<file path="src/hdl/dram_ctrl_cfg.svh">
`ifndef DRAM_CTRL_CFG_SVH
`define DRAM_CTRL_CFG_SVH

// clock rate
`define CORE_CLK_MHZ          250
// -12 speed grade timing, ns
`define T_RAS_NS              120
`define T_RP_NS               90
`define T_RCD_NS              25
`define T_CAS_NS              30
`define T_ASR_MUX_NS          10
// derived cycle counts: least times round up
`define CYC_OF(ns)            (((ns) * `CORE_CLK_MHZ + 999) / 1000)
`define RAS_CYC               `CYC_OF(`T_RAS_NS)
`define RP_CYC                `CYC_OF(`T_RP_NS)
`define RCD_CYC               `CYC_OF(`T_RCD_NS)
`define CAS_CYC               `CYC_OF(`T_CAS_NS)
`define MUX_CYC               `CYC_OF(`T_ASR_MUX_NS)
// burst refresh
`define BURST_ROWS            512
`define BURST_INTERVAL_MS     4
// refresh row counter
`define ROW_BITS              9
`define ROW_RESET             9'h000

`endif

</file>
<file path="src/hdl/dram_ctrl_pkg.sv">
package dram_ctrl_pkg;

  typedef enum logic [2:0] {
    CYC_READ  = 3'b001,
    CYC_WRITE = 3'b010,
    CYC_RMW   = 3'b100
  } cycle_kind_t;

  typedef struct packed {
    logic ras_n;
    logic cas_n;
    logic we_n;
    logic row_addr_gate;
    logic col_addr_gate;
    logic refresh_active;
  } dram_strobes_t;

endpackage

</file>
<file path="src/hdl/async_sync3.sv">
`timescale 1ns/1ps
`default_nettype none

module async_sync3 (
  // clock and reset
  input  wire logic core_clk,
  input  wire logic rst_n,
  // asynchronous level in
  input  wire logic async_in,
  // filtered level and its rising edge
  output logic      level,
  output logic      rise
);

  logic [2:0] stage;

  // stage[0] feeds stage[1] only; change accepted once [1] and [2] agree
  always_ff @(posedge core_clk or negedge rst_n) begin
    if (!rst_n) begin
      stage <= 3'h0;
    end else begin
      stage <= {stage[1:0], async_in};
    end
  end

  always_ff @(posedge core_clk or negedge rst_n) begin
    if (!rst_n) begin
      level <= 1'b0;
      rise  <= 1'b0;
    end else begin
      rise <= 1'b0;
      if (stage[2] == stage[1] && level != stage[2]) begin
        level <= stage[2];
        rise  <= stage[2];
      end
    end
  end

endmodule

`default_nettype wire

</file>
<file path="src/hdl/dram_refresh_arbiter_sequencer.sv">
`timescale 1ns/1ps
`default_nettype none

`include "dram_ctrl_cfg.svh"

// Overview of operation
// - both intermittent single refreshes and whole-sweep burst refresh are supported.
// - in burst mode, each request runs 512 refreshes back to back, no cpu access.
// - in intermittent mode, each request steals one cycle between cpu cycles.
// - cpu and refresh requests arrive asynchronously, refresh from unrelated oscillator.
// - each started memory cycle is decided as cpu access or refresh.
// - refresh granted at once whenever the sequencer is idle, even with a cpu request waiting.
// - cpu request during refresh waits until the refresh has fully completed.
// - refresh request during a cpu cycle waits until that cycle ends.
// - postponed refresh is latched and granted automatically afterwards, never lost.
// - simultaneous refresh and cpu requests grant refresh first.
// - read, write and read-modify-write cpu cycles are executed.
// - all cycle timings sized for -12 speed grade parts.
// - address mux presents row first, then switches to column.
// - ras, cas and we are driven in dram order with the address switch.
// - memory_ack tells cpu the access is done; cpu waits for it.
// - refresh is ras-only: refresh row shown, ras pulsed, cas held off.
// - priority is current cycle, then pending refresh, then cpu request.
// - rmw_cycle_select picks read-modify-write versus plain read or write.
// - separate row and column address gate outputs drive the address bus.
// - refresh_active is asserted through each refresh, selecting refresh row address.
module dram_refresh_arbiter_sequencer #(
  parameter int ROW_BITS    = `ROW_BITS,
  parameter int BURST_ROWS  = `BURST_ROWS
) (
  // clock and reset
  input  wire logic                  core_clk,
  input  wire logic                  rst_n,
  // processor side
  input  wire logic                  cpu_mem_request,
  input  wire logic                  cpu_write,
  input  wire logic                  rmw_cycle_select,
  input  wire logic                  rmw_write_go,
  output logic                       memory_ack,
  // refresh source and mode
  input  wire logic                  refresh_request_tick,
  input  wire logic                  burst_mode,
  // dram side
  output dram_ctrl_pkg::dram_strobes_t dram,
  output logic [ROW_BITS-1:0]        refresh_row
);

  localparam int RAS_C = `RAS_CYC;
  localparam int RP_C  = `RP_CYC;
  localparam int RCD_C = `RCD_CYC;
  localparam int CAS_C = `CAS_CYC;
  localparam int MUX_C = `MUX_CYC;
  localparam logic [7:0] RAS_C8 = 8'(RAS_C);
  localparam logic [7:0] RP_C8  = 8'(RP_C);
  localparam logic [7:0] RCD_C8 = 8'(RCD_C);
  localparam logic [7:0] CAS_C8 = 8'(CAS_C);
  localparam logic [7:0] MUX_C8 = 8'(MUX_C);
  localparam logic [9:0] BURST_LAST = 10'(BURST_ROWS - 1);
  // ack state pads a plain cpu cycle out to the minimum ras low time
  localparam int ACK_MIN = RAS_C - MUX_C - RCD_C - CAS_C - 4;
  localparam logic [7:0] ACK_C8 = 8'((ACK_MIN > 0) ? ACK_MIN : 0);

  typedef enum logic [7:0] {
    ST_IDLE    = 8'b0000_0001,
    ST_ROW     = 8'b0000_0010,
    ST_COL     = 8'b0000_0100,
    ST_CAS     = 8'b0000_1000,
    ST_RMW_WR  = 8'b0001_0000,
    ST_ACK     = 8'b0010_0000,
    ST_REFRESH_ACTIVE    = 8'b0100_0000,
    ST_PRECHG  = 8'b1000_0000
  } seq_state_t;

  seq_state_t              state;
  logic [7:0]              timer;
  logic                    cpu_level;
  logic                    tick_rise;
  logic                    refresh_pending;
  logic [9:0]              burst_left;
  logic                    in_refresh;
  dram_ctrl_pkg::cycle_kind_t kind;
  logic                    start_refresh;
  logic                    start_cpu;
  logic                    timer_done;

  // three flip-flop synchronisers on both asynchronous inputs
  async_sync3 u_sync_cpu (
    .core_clk (core_clk),
    .rst_n    (rst_n),
    .async_in (cpu_mem_request),
    .level    (cpu_level),
    .rise     ()
  );

  async_sync3 u_sync_tick (
    .core_clk (core_clk),
    .rst_n    (rst_n),
    .async_in (refresh_request_tick),
    .level    (),
    .rise     (tick_rise)
  );

  assign timer_done = (timer == 8'h00);

  // arbitration: refresh beats a new cpu request; a running cycle is never preempted
  assign start_refresh = (state == ST_IDLE) && (refresh_pending || tick_rise || burst_left != 10'h000);
  assign start_cpu     = (state == ST_IDLE) && !start_refresh && cpu_level && !memory_ack;

  // pending refresh flag; a tick in the clearing cycle is kept unless it is the one served now
  always_ff @(posedge core_clk or negedge rst_n) begin
    if (!rst_n) begin
      refresh_pending <= 1'b0;
    end else if (tick_rise && !(start_refresh && !refresh_pending && burst_left == 10'h000)) begin
      refresh_pending <= 1'b1;
    end else if (start_refresh && burst_left == 10'h000) begin
      refresh_pending <= 1'b0;
    end
  end

  // burst sweep counter: one tick buys a full sweep of rows
  always_ff @(posedge core_clk or negedge rst_n) begin
    if (!rst_n) begin
      burst_left <= 10'h000;
    end else if (start_refresh && burst_left == 10'h000 && burst_mode) begin
      burst_left <= BURST_LAST;
    end else if (start_refresh && burst_left != 10'h000) begin
      burst_left <= burst_left - 10'h001;
    end
  end

  // main sequencer
  always_ff @(posedge core_clk or negedge rst_n) begin
    if (!rst_n) begin
      state      <= ST_IDLE;
      timer      <= 8'h00;
      in_refresh <= 1'b0;
      kind       <= dram_ctrl_pkg::CYC_READ;
    end else begin
      if (!timer_done) begin
        timer <= timer - 8'h01;
      end
      case (state)
        ST_IDLE: begin
          if (start_refresh) begin
            state      <= ST_REFRESH_ACTIVE;
            in_refresh <= 1'b1;
            timer      <= RAS_C8 - 8'h01;
          end else if (start_cpu) begin
            state      <= ST_ROW;
            in_refresh <= 1'b0;
            timer      <= MUX_C8;
            if (rmw_cycle_select) begin
              kind <= dram_ctrl_pkg::CYC_RMW;
            end else if (cpu_write) begin
              kind <= dram_ctrl_pkg::CYC_WRITE;
            end else begin
              kind <= dram_ctrl_pkg::CYC_READ;
            end
          end
        end
        ST_ROW: begin
          if (timer_done) begin
            state <= ST_COL;
            timer <= RCD_C8;
          end
        end
        ST_COL: begin
          if (timer_done) begin
            state <= ST_CAS;
            timer <= CAS_C8;
          end
        end
        ST_CAS: begin
          if (timer_done) begin
            if (kind == dram_ctrl_pkg::CYC_RMW) begin
              state <= ST_RMW_WR;
            end else begin
              state <= ST_ACK;
              timer <= ACK_C8;
            end
          end
        end
        ST_RMW_WR: begin
          // read half done; wait for the modified data before writing
          if (rmw_write_go) begin
            state <= ST_ACK;
            timer <= CAS_C8;
          end
        end
        ST_ACK: begin
          // ras held for its minimum and until the cpu has ended; a new request cannot stall here
          if (timer_done && !memory_ack) begin
            state <= ST_PRECHG;
            timer <= RP_C8 - 8'h01;
          end
        end
        ST_REFRESH_ACTIVE: begin
          if (timer_done) begin
            state <= ST_PRECHG;
            timer <= RP_C8 - 8'h01;
          end
        end
        ST_PRECHG: begin
          if (timer_done) begin
            state      <= ST_IDLE;
            in_refresh <= 1'b0;
          end
        end
        default: begin
          state <= ST_IDLE;
        end
      endcase
    end
  end

  // refresh row counter wraps naturally at 2**ROW_BITS
  always_ff @(posedge core_clk or negedge rst_n) begin
    if (!rst_n) begin
      refresh_row <= `ROW_RESET;
    end else if (state == ST_REFRESH_ACTIVE && timer_done) begin
      refresh_row <= refresh_row + ROW_BITS'(1);
    end
  end

  // dram strobes, registered
  always_ff @(posedge core_clk or negedge rst_n) begin
    if (!rst_n) begin
      dram <= '{ras_n: 1'b1, cas_n: 1'b1, we_n: 1'b1,
                 row_addr_gate: 1'b0, col_addr_gate: 1'b0, refresh_active: 1'b0};
    end else begin
      dram.ras_n <= !(state == ST_ROW || state == ST_COL || state == ST_CAS ||
                      state == ST_RMW_WR || state == ST_ACK || state == ST_REFRESH_ACTIVE);
      dram.cas_n <= !(state == ST_CAS || state == ST_RMW_WR || state == ST_ACK);
      dram.we_n  <= !((state == ST_ACK && kind == dram_ctrl_pkg::CYC_RMW) ||
                      ((state == ST_COL || state == ST_CAS || state == ST_ACK) &&
                       kind == dram_ctrl_pkg::CYC_WRITE));
      dram.row_addr_gate  <= (state == ST_ROW) || (state == ST_IDLE && start_cpu);
      dram.col_addr_gate  <= (state == ST_COL || state == ST_CAS ||
                              state == ST_RMW_WR || state == ST_ACK);
      dram.refresh_active <= in_refresh;
    end
  end

  // ack raised when data phase done, dropped once the cpu ends its cycle
  always_ff @(posedge core_clk or negedge rst_n) begin
    if (!rst_n) begin
      memory_ack <= 1'b0;
    end else if (!cpu_level) begin
      memory_ack <= 1'b0;
    end else if ((state == ST_CAS && timer_done && kind != dram_ctrl_pkg::CYC_RMW) ||
                 (state == ST_RMW_WR && rmw_write_go)) begin
      memory_ack <= 1'b1;
    end
  end

endmodule

`default_nettype wire

</file>
<file path="config.mk">
export PLATFORM = sky130hd
export DESIGN_NAME = dram_refresh_arbiter_sequencer
export DESIGN_NICKNAME = d
export VERILOG_FILES = /design/src/hdl/dram_ctrl_pkg.sv /design/src/hdl/async_sync3.sv /design/src/hdl/dram_refresh_arbiter_sequencer.sv
export VERILOG_INCLUDE_DIRS = /design/src /design/src/hdl
export SDC_FILE = /design/constraint.sdc
export NUM_CORES = 1
export LEC_CHECK = 0
export ABC_CLOCK_PERIOD_IN_PS = 2200
export BUFFER_PORTS_ARGS = -buffer_cell sky130_fd_sc_hd__buf_4
export CORE_MARGIN = 3
export CORE_UTILIZATION = 23
export DETAILED_ROUTE_END_ITERATION = 7
export PLACE_DENSITY = 0.4
export RECOVER_POWER = 25
export SLEW_MARGIN = 0
export SYNTH_ARGS = -nofsm -noshare
export SYNTH_HDL_FRONTEND = slang
export SYNTH_HIERARCHICAL = 1
export SYNTH_SLANG_ARGS = --single-unit
export TNS_END_PERCENT = 5
</file>
<file path="constraint.sdc">
create_clock -name core_clk -period 2.2 [get_ports core_clk]
set_input_delay 0.55 -clock core_clk [delete_from_list [all_inputs] [get_ports core_clk]]
set_output_delay 0.55 -clock core_clk [all_outputs]
set_load 0.02 [all_outputs]
</file>
Yosys cells after proc, flatten, opt, wreduce, memory -nomap -nowiden:

Cells that the tools add are included.

* register bits: 56
* bits of input ports: 8
* output and inout port bits: 16
* word-level logic and storage cells: 134

* add/subtract/negate cells: 3
* equality and inequality tests: 24
* muxes and demuxes: 35
* bitwise operators: 1
* reduce and logical (&&, ||, !) cells: 52

Operators with widths (number)
* 8-bit 2-to-1 mux: 19
* 8-bit case mux with 8 select lines: 1
* 8-bit case mux with 7 select lines: 1
* 1-bit logical AND: 20
* 10-bit 2-to-1 mux: 2
* 1-bit logical OR: 16
* 2-bit inequality test (second input constant): 8
* 10-bit zero test: 1
* 10-bit nonzero test: 1
* 10-bit by 1-bit subtractor with 10-bit output (second input constant): 1
* 9-bit by 1-bit adder with 9-bit output (second input constant): 1
* 8-bit by 1-bit == test with 1-bit output (second input constant): 1
* 8-bit by 2-bit == test with 1-bit output (second input constant): 1
* 8-bit by 3-bit == test with 1-bit output (second input constant): 1
* 8-bit by 4-bit == test with 1-bit output (second input constant): 1
* 8-bit by 5-bit == test with 1-bit output (second input constant): 1
* 8-bit by 6-bit == test with 1-bit output (second input constant): 1
* 8-bit by 7-bit == test with 1-bit output (second input constant): 1
* 8-bit == test (second input constant): 1
* 8-bit zero test: 1
* 1-bit 2-to-1 mux: 8
* 8-bit AND reduction: 1
* 8-bit by 1-bit subtractor with 8-bit output (second input constant): 1
* 1-bit zero test: 7
* other kinds (12): 18

Logic depth before layout (Yosys ltp):

Gate-level depths: netlist (run 1).

* depth in word-level cells: 10
* gate-level depth with buffers: 9
* gate-level depth less buffers: 9

Hierarchy:

The synthesis (run 1) kept the hierarchy.

Modules (own cells, without submodules)
* dram_refresh_arbiter_sequencer: times used 1, cells an instance 257, area each 2602.5 um2, seq. area each 1182.4 um2
* async_sync3: times used 2, cells an instance 7, area each 146.4 um2, seq. area each 125.1 um2

Least setup slack after synthesis (run 1):

No wires, ideal clock.

* path type: flip-flop to flip-flop
* start point: register timer[0]
* end point: register timer[0]
* library setup time: 0.090 ns
* data arrival time: 1.933 ns
* data required time: 2.110 ns
* path slack: 0.177 ns
* cell stages (with the launch flop): 9
* buffers on the path: 0
* path through: dfrtp_1 > inv_1 > ha_1 > nor4b_2 > and2_1 > inv_1 > ha_1 > a31o_2 > o2111ai_1

* cells in the longest elaborated chain, start to end: 5
* elaborated cells on any way between the ends: 14
* those cells by class: 1 x add/sub; 11 x mux; 2 x reduce/logical

RTL lines
* start, declared: line dram_refresh_arbiter_sequencer.sv:75 `logic [7:0] timer;`
* start signal, assigned: line dram_refresh_arbiter_sequencer.sv:140 `timer <= timer - 8'h01;`
* start signal, assigned: line dram_refresh_arbiter_sequencer.sv:147 `timer <= RAS_C8 - 8'h01;`
* start signal, assigned: line dram_refresh_arbiter_sequencer.sv:194 `timer <= RP_C8 - 8'h01;`
* 8-bit by 1-bit subtractor with 8-bit output or 8-bit zero test (tied branches): line dram_refresh_arbiter_sequencer.sv:140, dram_refresh_arbiter_sequencer.sv:103
* 8-bit 2-to-1 mux: line dram_refresh_arbiter_sequencer.sv:139 `if (!timer_done) begin`
* 8-bit 2-to-1 mux (on tied branches): line dram_refresh_arbiter_sequencer.sv:175, dram_refresh_arbiter_sequencer.sv:148
* 8-bit 2-to-1 mux (on tied branches): line dram_refresh_arbiter_sequencer.sv:174, dram_refresh_arbiter_sequencer.sv:144
* 8-bit case mux with 7 select lines (*): line dram_refresh_arbiter_sequencer.sv:142 `case (state)`

Mark *: on every way between the ends. The rest lies on a longest branch, timed or not.
A chain may end at the register's enable or synchronous reset.

Worst setup path in the final report (run 1):

Ends and elaborated chain as after synthesis.

==> results of run 1 <==
## worst max path at each step
stage               slack [ns]                  to                from
floorplan                 0.18  timer[0]$_DFF_PN0_  timer[0]$_DFF_PN0_
global placement          0.20  timer[0]$_DFF_PN0_  timer[0]$_DFF_PN0_
detailed placement        0.22  timer[0]$_DFF_PN0_  timer[0]$_DFF_PN0_
CTS                       0.20  timer[0]$_DFF_PN0_  timer[0]$_DFF_PN0_
global route              0.03  timer[0]$_DFF_PN0_  timer[0]$_DFF_PN0_
finish                    0.17  timer[0]$_DFF_PN0_  timer[0]$_DFF_PN0_
## registers in the layout, summed over array words and instances (netlist names)
signal and flops:
timer 8, u_sync_cpu/stage 3, dram 6, kind 3, in_refresh 1, u_sync_tick/rise 1
u_sync_tick/level 1, refresh_row 9, refresh_pending 1, u_sync_tick/stage 3, state 8, memory_ack 1
burst_left 10, u_sync_cpu/level 1
## where the power goes
group	internal (mW)	switching [mW]
clock	0.431	0.397
combinational	0.0137	0.0304
sequential	1.04	0.00695
## layout make-up
cell class | count | area (sq um) | area share (%)
sequential | 56 | 1410 | 40.4
multi-input combinational | 199 | 1380 | 39.6
timing repair buffer | 40 | 298 | 8.54
tap | 168 | 210 | 6.03
clock buffer | 5 | 125 | 3.59
inverter | 11 | 41.3 | 1.18
clock inverter | 3 | 25.0 | 0.718
## per-layer routing
metal	GRT usage (%)	up-vias
met3	2.35	6
met2	17.2	27
li1	-	1060
met5	0	-
met4	3.15	0
met1	14.2	1077
## critical path, delay by kind of cell, from the launching register on
family / cells / cell delay, ns
and+or+nand+nor: 2 / 0.32
adders and majority gates: 1 / 0.24
AOI/OAI and AO/OA: 3 / 0.67
DFF: 1 / 0.40
buffers and inverters: 2 / 0.28
## stage by stage
| stage | worst slack, ns | hold slack, ns | instance area (sq um) |
|---|---|---|---|
| finish | 0.168 | 0.356 | 3490 |
| CTS | 0.200 | 0.340 | 3490 |
| detailed placement | 0.218 | 0.336 | 3340 |
| floorplan | 0.177 | 0.254 | 2860 |
| global placement | 0.205 | 0.332 | 3340 |
| global route | 0.0328 | 0.363 | 3490 |
==> summary.md, run 1 <==
| Metric | Value |
|---|---|
| Outcome | complete, no violations |
| Setup_tns | 0 ns |
| H-tree lvl count | 2 |
| Fin cells | 482 |
| Clk_skew | 0.0117 ns |
| CTS sink cnt | 56 |
| Crit. End Element | flip-flop |
| Grt total ovfl | 0 |
| Most frequent cells in the layout | 51 x dfrtp_1, 37 x buf_4, 34 x nand2_1 |
| Hold buffer count at cts | 0 |
| DR iter-0 viols | 98 |
| Hold Path Depth | 0 |
| Setup CP Type | reg2reg |
| RSZ-0062 raised after global routing | false |
| WP data arrival | 2.20 ns |
| First-pass GRT wire length | 12000 microns |
| I/O pin cnt | 24 |
| Post-CTS sizing | 0 |
| Synthesized area per cell | 10.6 sq um |
| Worst R2R Setup Slack | 0.17 ns |
| Tot Pwr | 1.92 mW |
| Mapped Cells | 269 |
| Area Overhead vs Synth | 21.9% |
| Worst Hold Class | reg2reg |
| Drt total wl | 6800 microns |
| Ant. Diodes | 0 |
| Share of layout cells above drive strength 1 | 24.5% |
| R2r startpoint | timer[0]$_DFF_PN0_ |
| Fill count | 1281 |
| Later-pin clock latency in the skew report | 0.30 ns |
| Hold Path Sink | u_sync_tick/stage[1]$_DFF_PN0_ |
| Max frequency | 492 MHz |
| Clock transition at path regs | 0.08 ns |
| Maximum vdd drop | 283 uV |
| CP Max Fanout | 11 |
| Final setup viols | 0 |
| Commonest non-fill, non-tap cell in the layout | dfrtp_1 |
| Post-Syn Nets | 283 |
| Hold Startpoint | u_sync_tick/stage[0]$_DFF_PN0_ |
| Reg2Reg Capture Point | timer[0]$_DFF_PN0_ |
| Leakage | 1.50 nW |
| WL met1 | 3300 microns |
| Number of global-route vias before repair | 2317 |
| Core ar. | 0.0121 sq mm |
| Critical Path Start Type | flip-flop |
| Row count | 40 |
| Hold Fails Final Rpt | 0 |
| Final cycle utilization of the critical path | 92.4% |
| Top layer in use | met4 |
| Initial antenna violation count | 0 |
| Met3 routed WL | 207 microns |
| Measured slew at the worst slew-check pin | 1.45 ns |
| Die height | 118 microns |
| Required time of the critical path | 2.37 ns |
| Fin util | 28.9% |
| Port Buf Inserts | 23 |
| Critical path's largest stage delay | 0.40 ns |
| Post-Syn Area | 0.00286 sq mm |
| Slowest-stage cell, CP | dfrtp_1 |
| Pwr/cell area | 551 mW/mm^2 |
| Die span in x | 118 microns |
| Antenna viol nets, final | 0 |
| Met2 WL | 3210 microns |
| Largest net degree at the start of global routing | 57 |
| Worst slew margin | 3.59% |
| Post-CTS setup buffer count | 0 |
| Maximum buffer depth of the clock tree | 2 |
| Slew Limit Fails | 0 |
| Starting Density | 23.7% |
| Number of clock buffers inserted by TritonCTS | 5 |
| CTS tree | yes |
| Inst Count DP | 474 |
| TritonRoute pass-1 iters | 4 |
| Root Buffer | clkbuf_16 |
| Crit-path cells | inv_1, ha_1, nor4b_2, and2_1, buf_4, a32oi_1, a31o_2, o2111ai_1 |
| Worst R2R Path Depth | 8 |
| Die ar. | 0.0138 sq mm |
| Final GP Congestion | 0.824 |
| Hpwl dp | 5060 microns |
| Max cap viols | 0 |
| Drc violations | 0 |
| Drt wl/cell | 14.1 microns |
| Tmin final | 2.03 ns |
| DR vias/cell | 4.50 |
| Detailed-route via count | 2170 |
| Fin nets | 327 |
| Yosys warns | 6 |
| GRT Total Usage | 10.6% |
No activity file was read; power rests on OpenSTA's default activity.
==> run 2, diff against run 1 <==
Settings changed: CORE_ASPECT_RATIO set to 0.7, CTS_BUF_LIST set to sky130_fd_sc_hd__clkbuf_8 sky130_fd_sc_hd__clkbuf_16.
==> run 2 against run 1 <==
Critical path depth decreased by 3; fmax increased by 0.10%; utilization increased by 0.30 points; non-clock buffer count unchanged; sequential power about the same; register-to-register slack about the same; clock power decreased by 2%; sequential cell count unchanged; final cell count decreased by 2.3%; sequential share of layout area about the same; clock-buffer cell count unchanged.
==> summary.md, run 2 (same netlist as run 1, synthesis figures left out) <==
| Metric | Value |
|---|---|
| GRT Total Usage | 10.1% (was 10.6%) |
| Switching Fraction | 22.4% (was 22.6%) |
| Post-CTS sizing | 0 (unchanged) |
| Largest net degree at the start of global routing | 57 (unchanged) |
| Initial antenna violation count | 0 (unchanged) |
| DR iter-0 viols | 149 (was 98) |
| Flop pwr share | 55.1% (was 54.6%) |
| Worst Hold Class | reg2reg (unchanged) |
| Met3 routed WL | 484 microns (was 207 microns) |
| Max reg flops | 10 (unchanged) |
| Pwr/cell area | 546 mW/mm^2 (was 551 mW/mm^2) |
| H-tree lvl count | 2 (unchanged) |
| Tmin final | 2.03 ns (about the same) |
| Root Buffer | clkbuf_16 (unchanged) |
| WL met1 | 3430 microns (was 3300 microns) |
| Critical Path Start Type | flip-flop (unchanged) |
| Slew Limit Fails | 0 (unchanged) |
| Required time of the critical path | 2.38 ns (was 2.37 ns) |
| Area Overhead vs Synth | 21.8% (was 21.9%) |
| Fin nets | 327 (unchanged) |
| Clk_skew | 0.0135 ns (was 0.0117 ns) |
| Hold buffer count at cts | 0 (unchanged) |
| Port Buf Inserts | 23 (unchanged) |
| Final GP Congestion | 0.853 (was 0.824) |
| Clock power frac | 42.7% (was 43.1%) |
| Leakage | 1.50 nW (about the same) |
| Drt wl/cell | 14.2 microns (was 14.1 microns) |
| Die span in x | 139 microns (was 118 microns) |
| Worst slew margin | 5.35% (was 3.59%) |
| Met2 WL | 2710 microns (was 3210 microns) |
| Logic pwr share | 2.3% (about the same) |
| Top layer in use | met4 (unchanged) |
| Measured slew at the worst slew-check pin | 1.42 ns (was 1.45 ns) |
| Final setup viols | 0 (unchanged) |
| RSZ-0062 raised after global routing | false (unchanged) |
| Hold Fails Final Rpt | 0 (unchanged) |
| Commonest non-fill, non-tap cell in the layout | dfrtp_1 (unchanged) |
| Drc violations | 0 (unchanged) |
| Maximum vdd drop | 290 uV (was 283 uV) |
| Share of layout cells above drive strength 1 | 24.5% (unchanged) |
| Number of global-route vias before repair | 2114 (was 2317) |
| Crit. End Element | flip-flop (unchanged) |
| Max frequency | 493 MHz (was 492 MHz) |
| Die ar. | 0.0138 sq mm (about the same) |
| P_int | 1.48 mW (was 1.49 mW) |
| DR vias/cell | 4.59 (was 4.50) |
| Grt total ovfl | 0 (unchanged) |
| WP data arrival | 2.21 ns (was 2.20 ns) |
| I/O pin cnt | 24 (unchanged) |
| TritonRoute pass-1 iters | 4 (unchanged) |
| Antenna viol nets, final | 0 (unchanged) |
| Post-CTS setup buffer count | 0 (unchanged) |
| Later-pin clock latency in the skew report | 0.30 ns (about the same) |
| Fin cells | 471 (was 482) |
| Maximum buffer depth of the clock tree | 2 (unchanged) |
| Drt total wl | 6680 microns (was 6800 microns) |
| Detailed-route via count | 2161 (was 2170) |
| Die height | 99.3 microns (was 118 microns) |
| Max cap viols | 0 (unchanged) |
| Setup CP Type | reg2reg (unchanged) |
| Clock transition at path regs | 0.08 ns (about the same) |
| Starting Density | 24.0% (was 23.7%) |
| CTS tree | yes (unchanged) |
| Number of clock buffers inserted by TritonCTS | 5 (unchanged) |
| CP Max Fanout | 10 (was 11) |
| Core ar. | 0.0119 sq mm (was 0.0121 sq mm) |
| Ant. Diodes | 0 (unchanged) |
| Reg with most FFs | burst_left (unchanged) |
| Inst Count DP | 463 (was 474) |
| Net Sw Power | 426 uW (was 434 uW) |
| Final cycle utilization of the critical path | 92.3% (was 92.4%) |
| Hpwl dp | 4980 microns (was 5060 microns) |
| CTS sink cnt | 56 (unchanged) |
| Largest regs | burst_left x10, refresh_row x9 (unchanged) |
| Most frequent cells in the layout | 51 x dfrtp_1, 36 x buf_4, 34 x nand2_1 (was 51 x dfrtp_1, 37 x buf_4, 34 x nand2_1) |
| Setup_tns | 0 ns (unchanged) |
| Row count | 33 (was 40) |
| Outcome | complete, no violations (unchanged) |
| First-pass GRT wire length | 11200 microns (was 12000 microns) |
| Fill count | 1217 (was 1281) |
run 2: changes by cell type in the layout (fill, tap and decap cells not counted), sizes merged:
cell	delta
clkinv	+1
inv	-1
run 2: layout make-up:
cell class	instances	area [sq um]	share of cell area, %
clock inverters	3	20.0	0.575
inverters	11	41.3	1.18
clock buffers	5	125	3.59
well taps	157	196	5.64
multi-input cells	199	1380	39.7
repair buffers	40	310	8.90
flip-flops and latches	56	1410	40.4
run 2: final timing paths:
path	start	end	slack, ns	cells after the start
min	u_sync_tick/stage[0]$_DFF_PN0_	u_sync_tick/stage[1]$_DFF_PN0_	0.35	0
min reg2reg	u_sync_tick/stage[0]$_DFF_PN0_	u_sync_tick/stage[1]$_DFF_PN0_	0.35	0
max in group asynchronous	rst_n	in_refresh$_DFFE_PN0P_	0.76	1
min in group asynchronous	rst_n	u_sync_cpu/stage[0]$_DFF_PN0_	0.57	1
max	state[6]$_DFFE_PN0P_	refresh_pending$_DFFE_PN0P_	0.17	5
max reg2reg	state[6]$_DFFE_PN0P_	refresh_pending$_DFFE_PN0P_	0.17	5
run 2: per-layer routing:
metal,GRT usage [%],vias to the layer above
li1,-,1056
met2,14.2,64
met1,15.3,1035
met3,2.64,6
met4,2.48,0
met5,0,-
run 2: power groups by stage:
| stage | Combinational [mW] | Clock [mW] | Sequential, mW |
|---|---|---|---|
| 3_5_place_dp | 0.0477 | 0 | 1.07 |
| 3_3_place_gp | 0.0477 | 0 | 1.07 |
| 4_1_cts | 0.0480 | 0.852 | 1.05 |
| 6_report | 0.0429 | 0.811 | 1.05 |
| 5_1_grt | 0.0514 | 0.888 | 1.05 |
| 2_1_floorplan | 0.0118 | 0 | 1.07 |
run 2: worst max-delay path, stage by stage, from the launching register on:
cell     delay, ns
dfrtp_1       0.46
nor4_4        0.42
and4b_2       0.37
buf_4         0.21
nand2_1       0.09
maj3_1        0.35
run 2: stage by stage:
stage / util (%) / power (mW) / setup slack, ns / hold slack [ns] / instance area, sq um
3_5_place_dp: 28.0 / 1.12 / 0.157 / 0.335 / 3340
2_1_floorplan: - / 1.08 / 0.177 / 0.254 / 2860
4_1_cts: 29.2 / 1.95 / 0.136 / 0.348 / 3480
6_report: 29.2 / 1.90 / 0.170 / 0.350 / 3480
3_3_place_gp: 28.0 / 1.12 / 0.0963 / 0.334 / 3340
5_1_grt: 29.2 / 1.99 / 0.00403 / 0.356 / 3480
==> run 3, diff against run 2 <==
Settings changed: CTS_CLUSTER_DIAMETER set to 120, SYNTH_HIERARCHICAL 1 to unset.
==> run 3 against run 2 <==
Total power up 4.6%; wire length up 12%; global-route usage up 1.2 points; non-clock buffer count up 19; sequential share of layout area down 2.6 points; clock-buffer cell count unchanged; via count up 7.9%; worst setup slack worse by 0.16 ns; critical path depth unchanged; largest cell class is now multi-input combinational cells.
==> summary.md, run 3 <==
| Metric | Value |
|---|---|
| Critical path's largest stage delay | 0.55 ns (was 0.46 ns) |
| Die height | 100 microns (was 99.3 microns) |
| Number of global-route vias before repair | 2325 (was 2114) |
| Area Overhead vs Synth | 27.8% (was 21.8%) |
| Worst Hold Class | reg2reg (unchanged) |
| Setup CP Type | reg2reg (unchanged) |
| Hold Fails Final Rpt | 0 (unchanged) |
| Inst Count DP | 493 (was 463) |
| Fin util | 31.0% (was 29.2%) |
| Fin cells | 502 (was 471) |
| Worst slew margin | 2.86% (was 5.35%) |
| Hpwl dp | 5610 microns (was 4980 microns) |
| Grt total ovfl | 0 (unchanged) |
| Slew Limit Fails | 0 (unchanged) |
| Measured slew at the worst slew-check pin | 1.46 ns (was 1.42 ns) |
| Async set-reset flop share out of synthesis | 100% |
| Largest net degree at the start of global routing | 57 (unchanged) |
| Die ar. | 0.0141 sq mm (was 0.0138 sq mm) |
| Final setup viols | 0 (unchanged) |
| Fin nets | 358 (was 327) |
| Clock transition at path regs | 0.07 ns (was 0.08 ns) |
| Drt wl/cell | 14.9 microns (was 14.2 microns) |
| Antenna viol nets, final | 0 (unchanged) |
| GRT Total Usage | 11.3% (was 10.1%) |
| WP data arrival | 2.36 ns (was 2.21 ns) |
| Required time of the critical path | 2.38 ns (about the same) |
| Commonest non-fill, non-tap cell in the layout | buf_4 (was dfrtp_1) |
| WL met1 | 4170 microns (was 3430 microns) |
| Synthesized flop and latch total | 56 |
| DR iter-0 viols | 141 (was 149) |
| Post-synth top cells | 51 x dfrtp_1, 33 x nand2_1, 19 x nor2_1 |
| Mapped Cells | 289 (was 269) |
| Drt total wl | 7470 microns (was 6680 microns) |
| Hold buffer count at cts | 0 (unchanged) |
| Met2 WL | 2930 microns (was 2710 microns) |
| Top cell type by total area after synthesis | dfrtp_1 |
| TritonRoute pass-1 iters | 4 (unchanged) |
| Yosys top cell area share | 43.8% |
| Largest regs | burst_left x10, refresh_row x9 (unchanged) |
| Final GP Congestion | 0.829 (was 0.853) |
| Top post-synthesis cells by area | dfrtp_1 44%, dfstp_2 4.5%, nand2_1 4.3%, xor2_1 3.3%, ha_1 2.6% |
| Critical Path Most Common Cell | or4_4 |
| CP Max Fanout | 4 (was 10) |
| Max reg flops | 10 (unchanged) |
| Drc violations | 0 (unchanged) |
| Most frequent cells in the layout | 55 x buf_4, 51 x dfrtp_1, 33 x nand2_1 (was 51 x dfrtp_1, 36 x buf_4, 34 x nand2_1) |
| Crit-path cells | or4_4, or4_4, a31oi_4, a211oi_2, mux2_1 (was nor4_4, and4b_2, buf_4, nand2_1, maj3_1) |
| Maximum buffer depth of the clock tree | 2 (unchanged) |
| CTS tree | yes (unchanged) |
| First-pass GRT wire length | 12700 microns (was 11200 microns) |
| Outcome | complete, no violations (unchanged) |
| Met3 routed WL | 318 microns (was 484 microns) |
| Die span in x | 140 microns (was 139 microns) |
| Crit. End Element | flip-flop (unchanged) |
| Most frequent cell after synthesis | dfrtp_1 |
| H-tree lvl count | 2 (unchanged) |
| Ant. Diodes | 0 (unchanged) |
| Slowest-stage cell, CP | or4_4 (was dfrtp_1) |
| Critical Path Start Type | flip-flop (unchanged) |
| Share of layout cells above drive strength 1 | 28.7% (was 24.5%) |
| Port Buf Inserts | 23 (unchanged) |
| Initial antenna violation count | 0 (unchanged) |
| Post-synth EDFFs | 0 |
| Root Buffer | clkbuf_16 (unchanged) |
| RSZ-0062 raised after global routing | true (was false) |
| Core ar. | 0.0120 sq mm (was 0.0119 sq mm) |
| Final cycle utilization of the critical path | 99.3% (was 92.3%) |
| Sequential share of the synthesized area | 48.3% |
| Tmin final | 2.19 ns (was 2.03 ns) |
| Maximum vdd drop | 292 uV (was 290 uV) |
| DR vias/cell | 4.64 (was 4.59) |
| Pwr/cell area | 534 mW/mm^2 (was 546 mW/mm^2) |
| Number of clock buffers inserted by TritonCTS | 5 (unchanged) |
| Max frequency | 458 MHz (was 493 MHz) |
| Leakage | 1.59 nW (was 1.50 nW) |
| Post-Syn Nets | 303 (was 283) |
| Synth cell types | 60 |
| I/O pin cnt | 24 (unchanged) |
| Row count | 33 (unchanged) |
| Reg with most FFs | burst_left (unchanged) |
| Synthesized area per cell | 10.1 sq um (was 10.6 sq um) |
| Post-Syn Area | 0.00291 sq mm (was 0.00286 sq mm) |
| Max cap viols | 0 (unchanged) |
| CTS sink cnt | 56 (unchanged) |
| Clk_skew | 0.00568 ns (was 0.0135 ns) |
| Primary FF master, synth | dfrtp_1 |
| Later-pin clock latency in the skew report | 0.29 ns (was 0.30 ns) |
| Yosys warns | 0 (was 6) |
| Detailed-route via count | 2331 (was 2161) |
| Top layer in use | met4 (unchanged) |
| Starting Density | 24.2% (was 24.0%) |
-- run 3: final timing paths --
kind / start / endpoint / slack [ns] / depth (start not counted)
setup / recovery: state[4]$_DFFE_PN0P_ / state[7]$_DFFE_PN0P_ / 0.01 / 5
hold / removal: u_sync_cpu.stage[0]$_DFF_PN0_ / u_sync_cpu.stage[1]$_DFF_PN0_ / 0.36 / 0
setup reg to reg: state[4]$_DFFE_PN0P_ / state[7]$_DFFE_PN0P_ / 0.01 / 5
hold reg to reg: u_sync_cpu.stage[0]$_DFF_PN0_ / u_sync_cpu.stage[1]$_DFF_PN0_ / 0.36 / 0
max in group asynchronous: rst_n / state[2]$_DFFE_PN0P_ / 0.72 / 1
min in group asynchronous: rst_n / timer[6]$_DFF_PN0_ / 0.59 / 1
-- run 3: cell type report --
class / count / area [sq um]
fill: 1272 / 8290
multi-input combinational: 213 / 1470
sequential: 56 / 1410
timing repair buffer: 59 / 453
tap: 157 / 196
clock buffer: 5 / 125
clock inverter: 3 / 38.8
inverter: 9 / 33.8
-- run 3: critical path: cells and delay by family, from the launching register on --
kind / cells / cell delay, ns
and+or+nand+nor: 2 / 1.07
AOI/OAI and AO/OA: 2 / 0.26
DFF: 1 / 0.42
muxes: 1 / 0.32
-- run 3: metal layers --
layer	GRT usage [%]	up-vias
met5	0	-
met4	2.46	0
met3	2.90	5
met2	15.1	33
met1	18.0	1125
li1	-	1168
-- run 3: metrics by stage --
stage          hold slack, ns  area [sq um]  power (mW)  worst slack (ns)  TNS [ns]
3_5_place_dp            0.336          3510        1.12            0.0271         0
5_1_grt                 0.361          3720        2.09           -0.0693   -0.0693
4_1_cts                 0.347          3670        2.03           0.00101         0
2_1_floorplan           0.254          2920        1.08            0.0196         0
3_3_place_gp            0.332          3510        1.11            0.0587         0
6_report                0.356          3720        1.99            0.0145         0
-- run 3: timing repair --
| action | in CTS | in global routing |
|---|---|---|
| buffers inserted | 0 | 1 |
| resized for setup | 0 | 11 |
| setup endpoints to repair | 0 | 19 |
-- run 3: where the power goes --
group | switching, mW | internal (mW) | leakage, nW
registers | 0.00767 | 1.04 | 0.671
logic | 0.0296 | 0.0143 | 0.831
clock network | 0.365 | 0.532 | 0.0850
-- run 3: logic make-up after synthesis --
family                   after synthesis  share of synthesized area [%]
adder cells (fa/ha/maj)                8                           3.27
AND/OR/NAND/NOR                      127                           25.0
AO/OA/AOI/OAI                         54                           12.8
buffers and inverters                 20                           3.05
XOR/XNOR                              19                           5.72
multiplexers                           5                           1.85
flip-flops                            56                           48.3
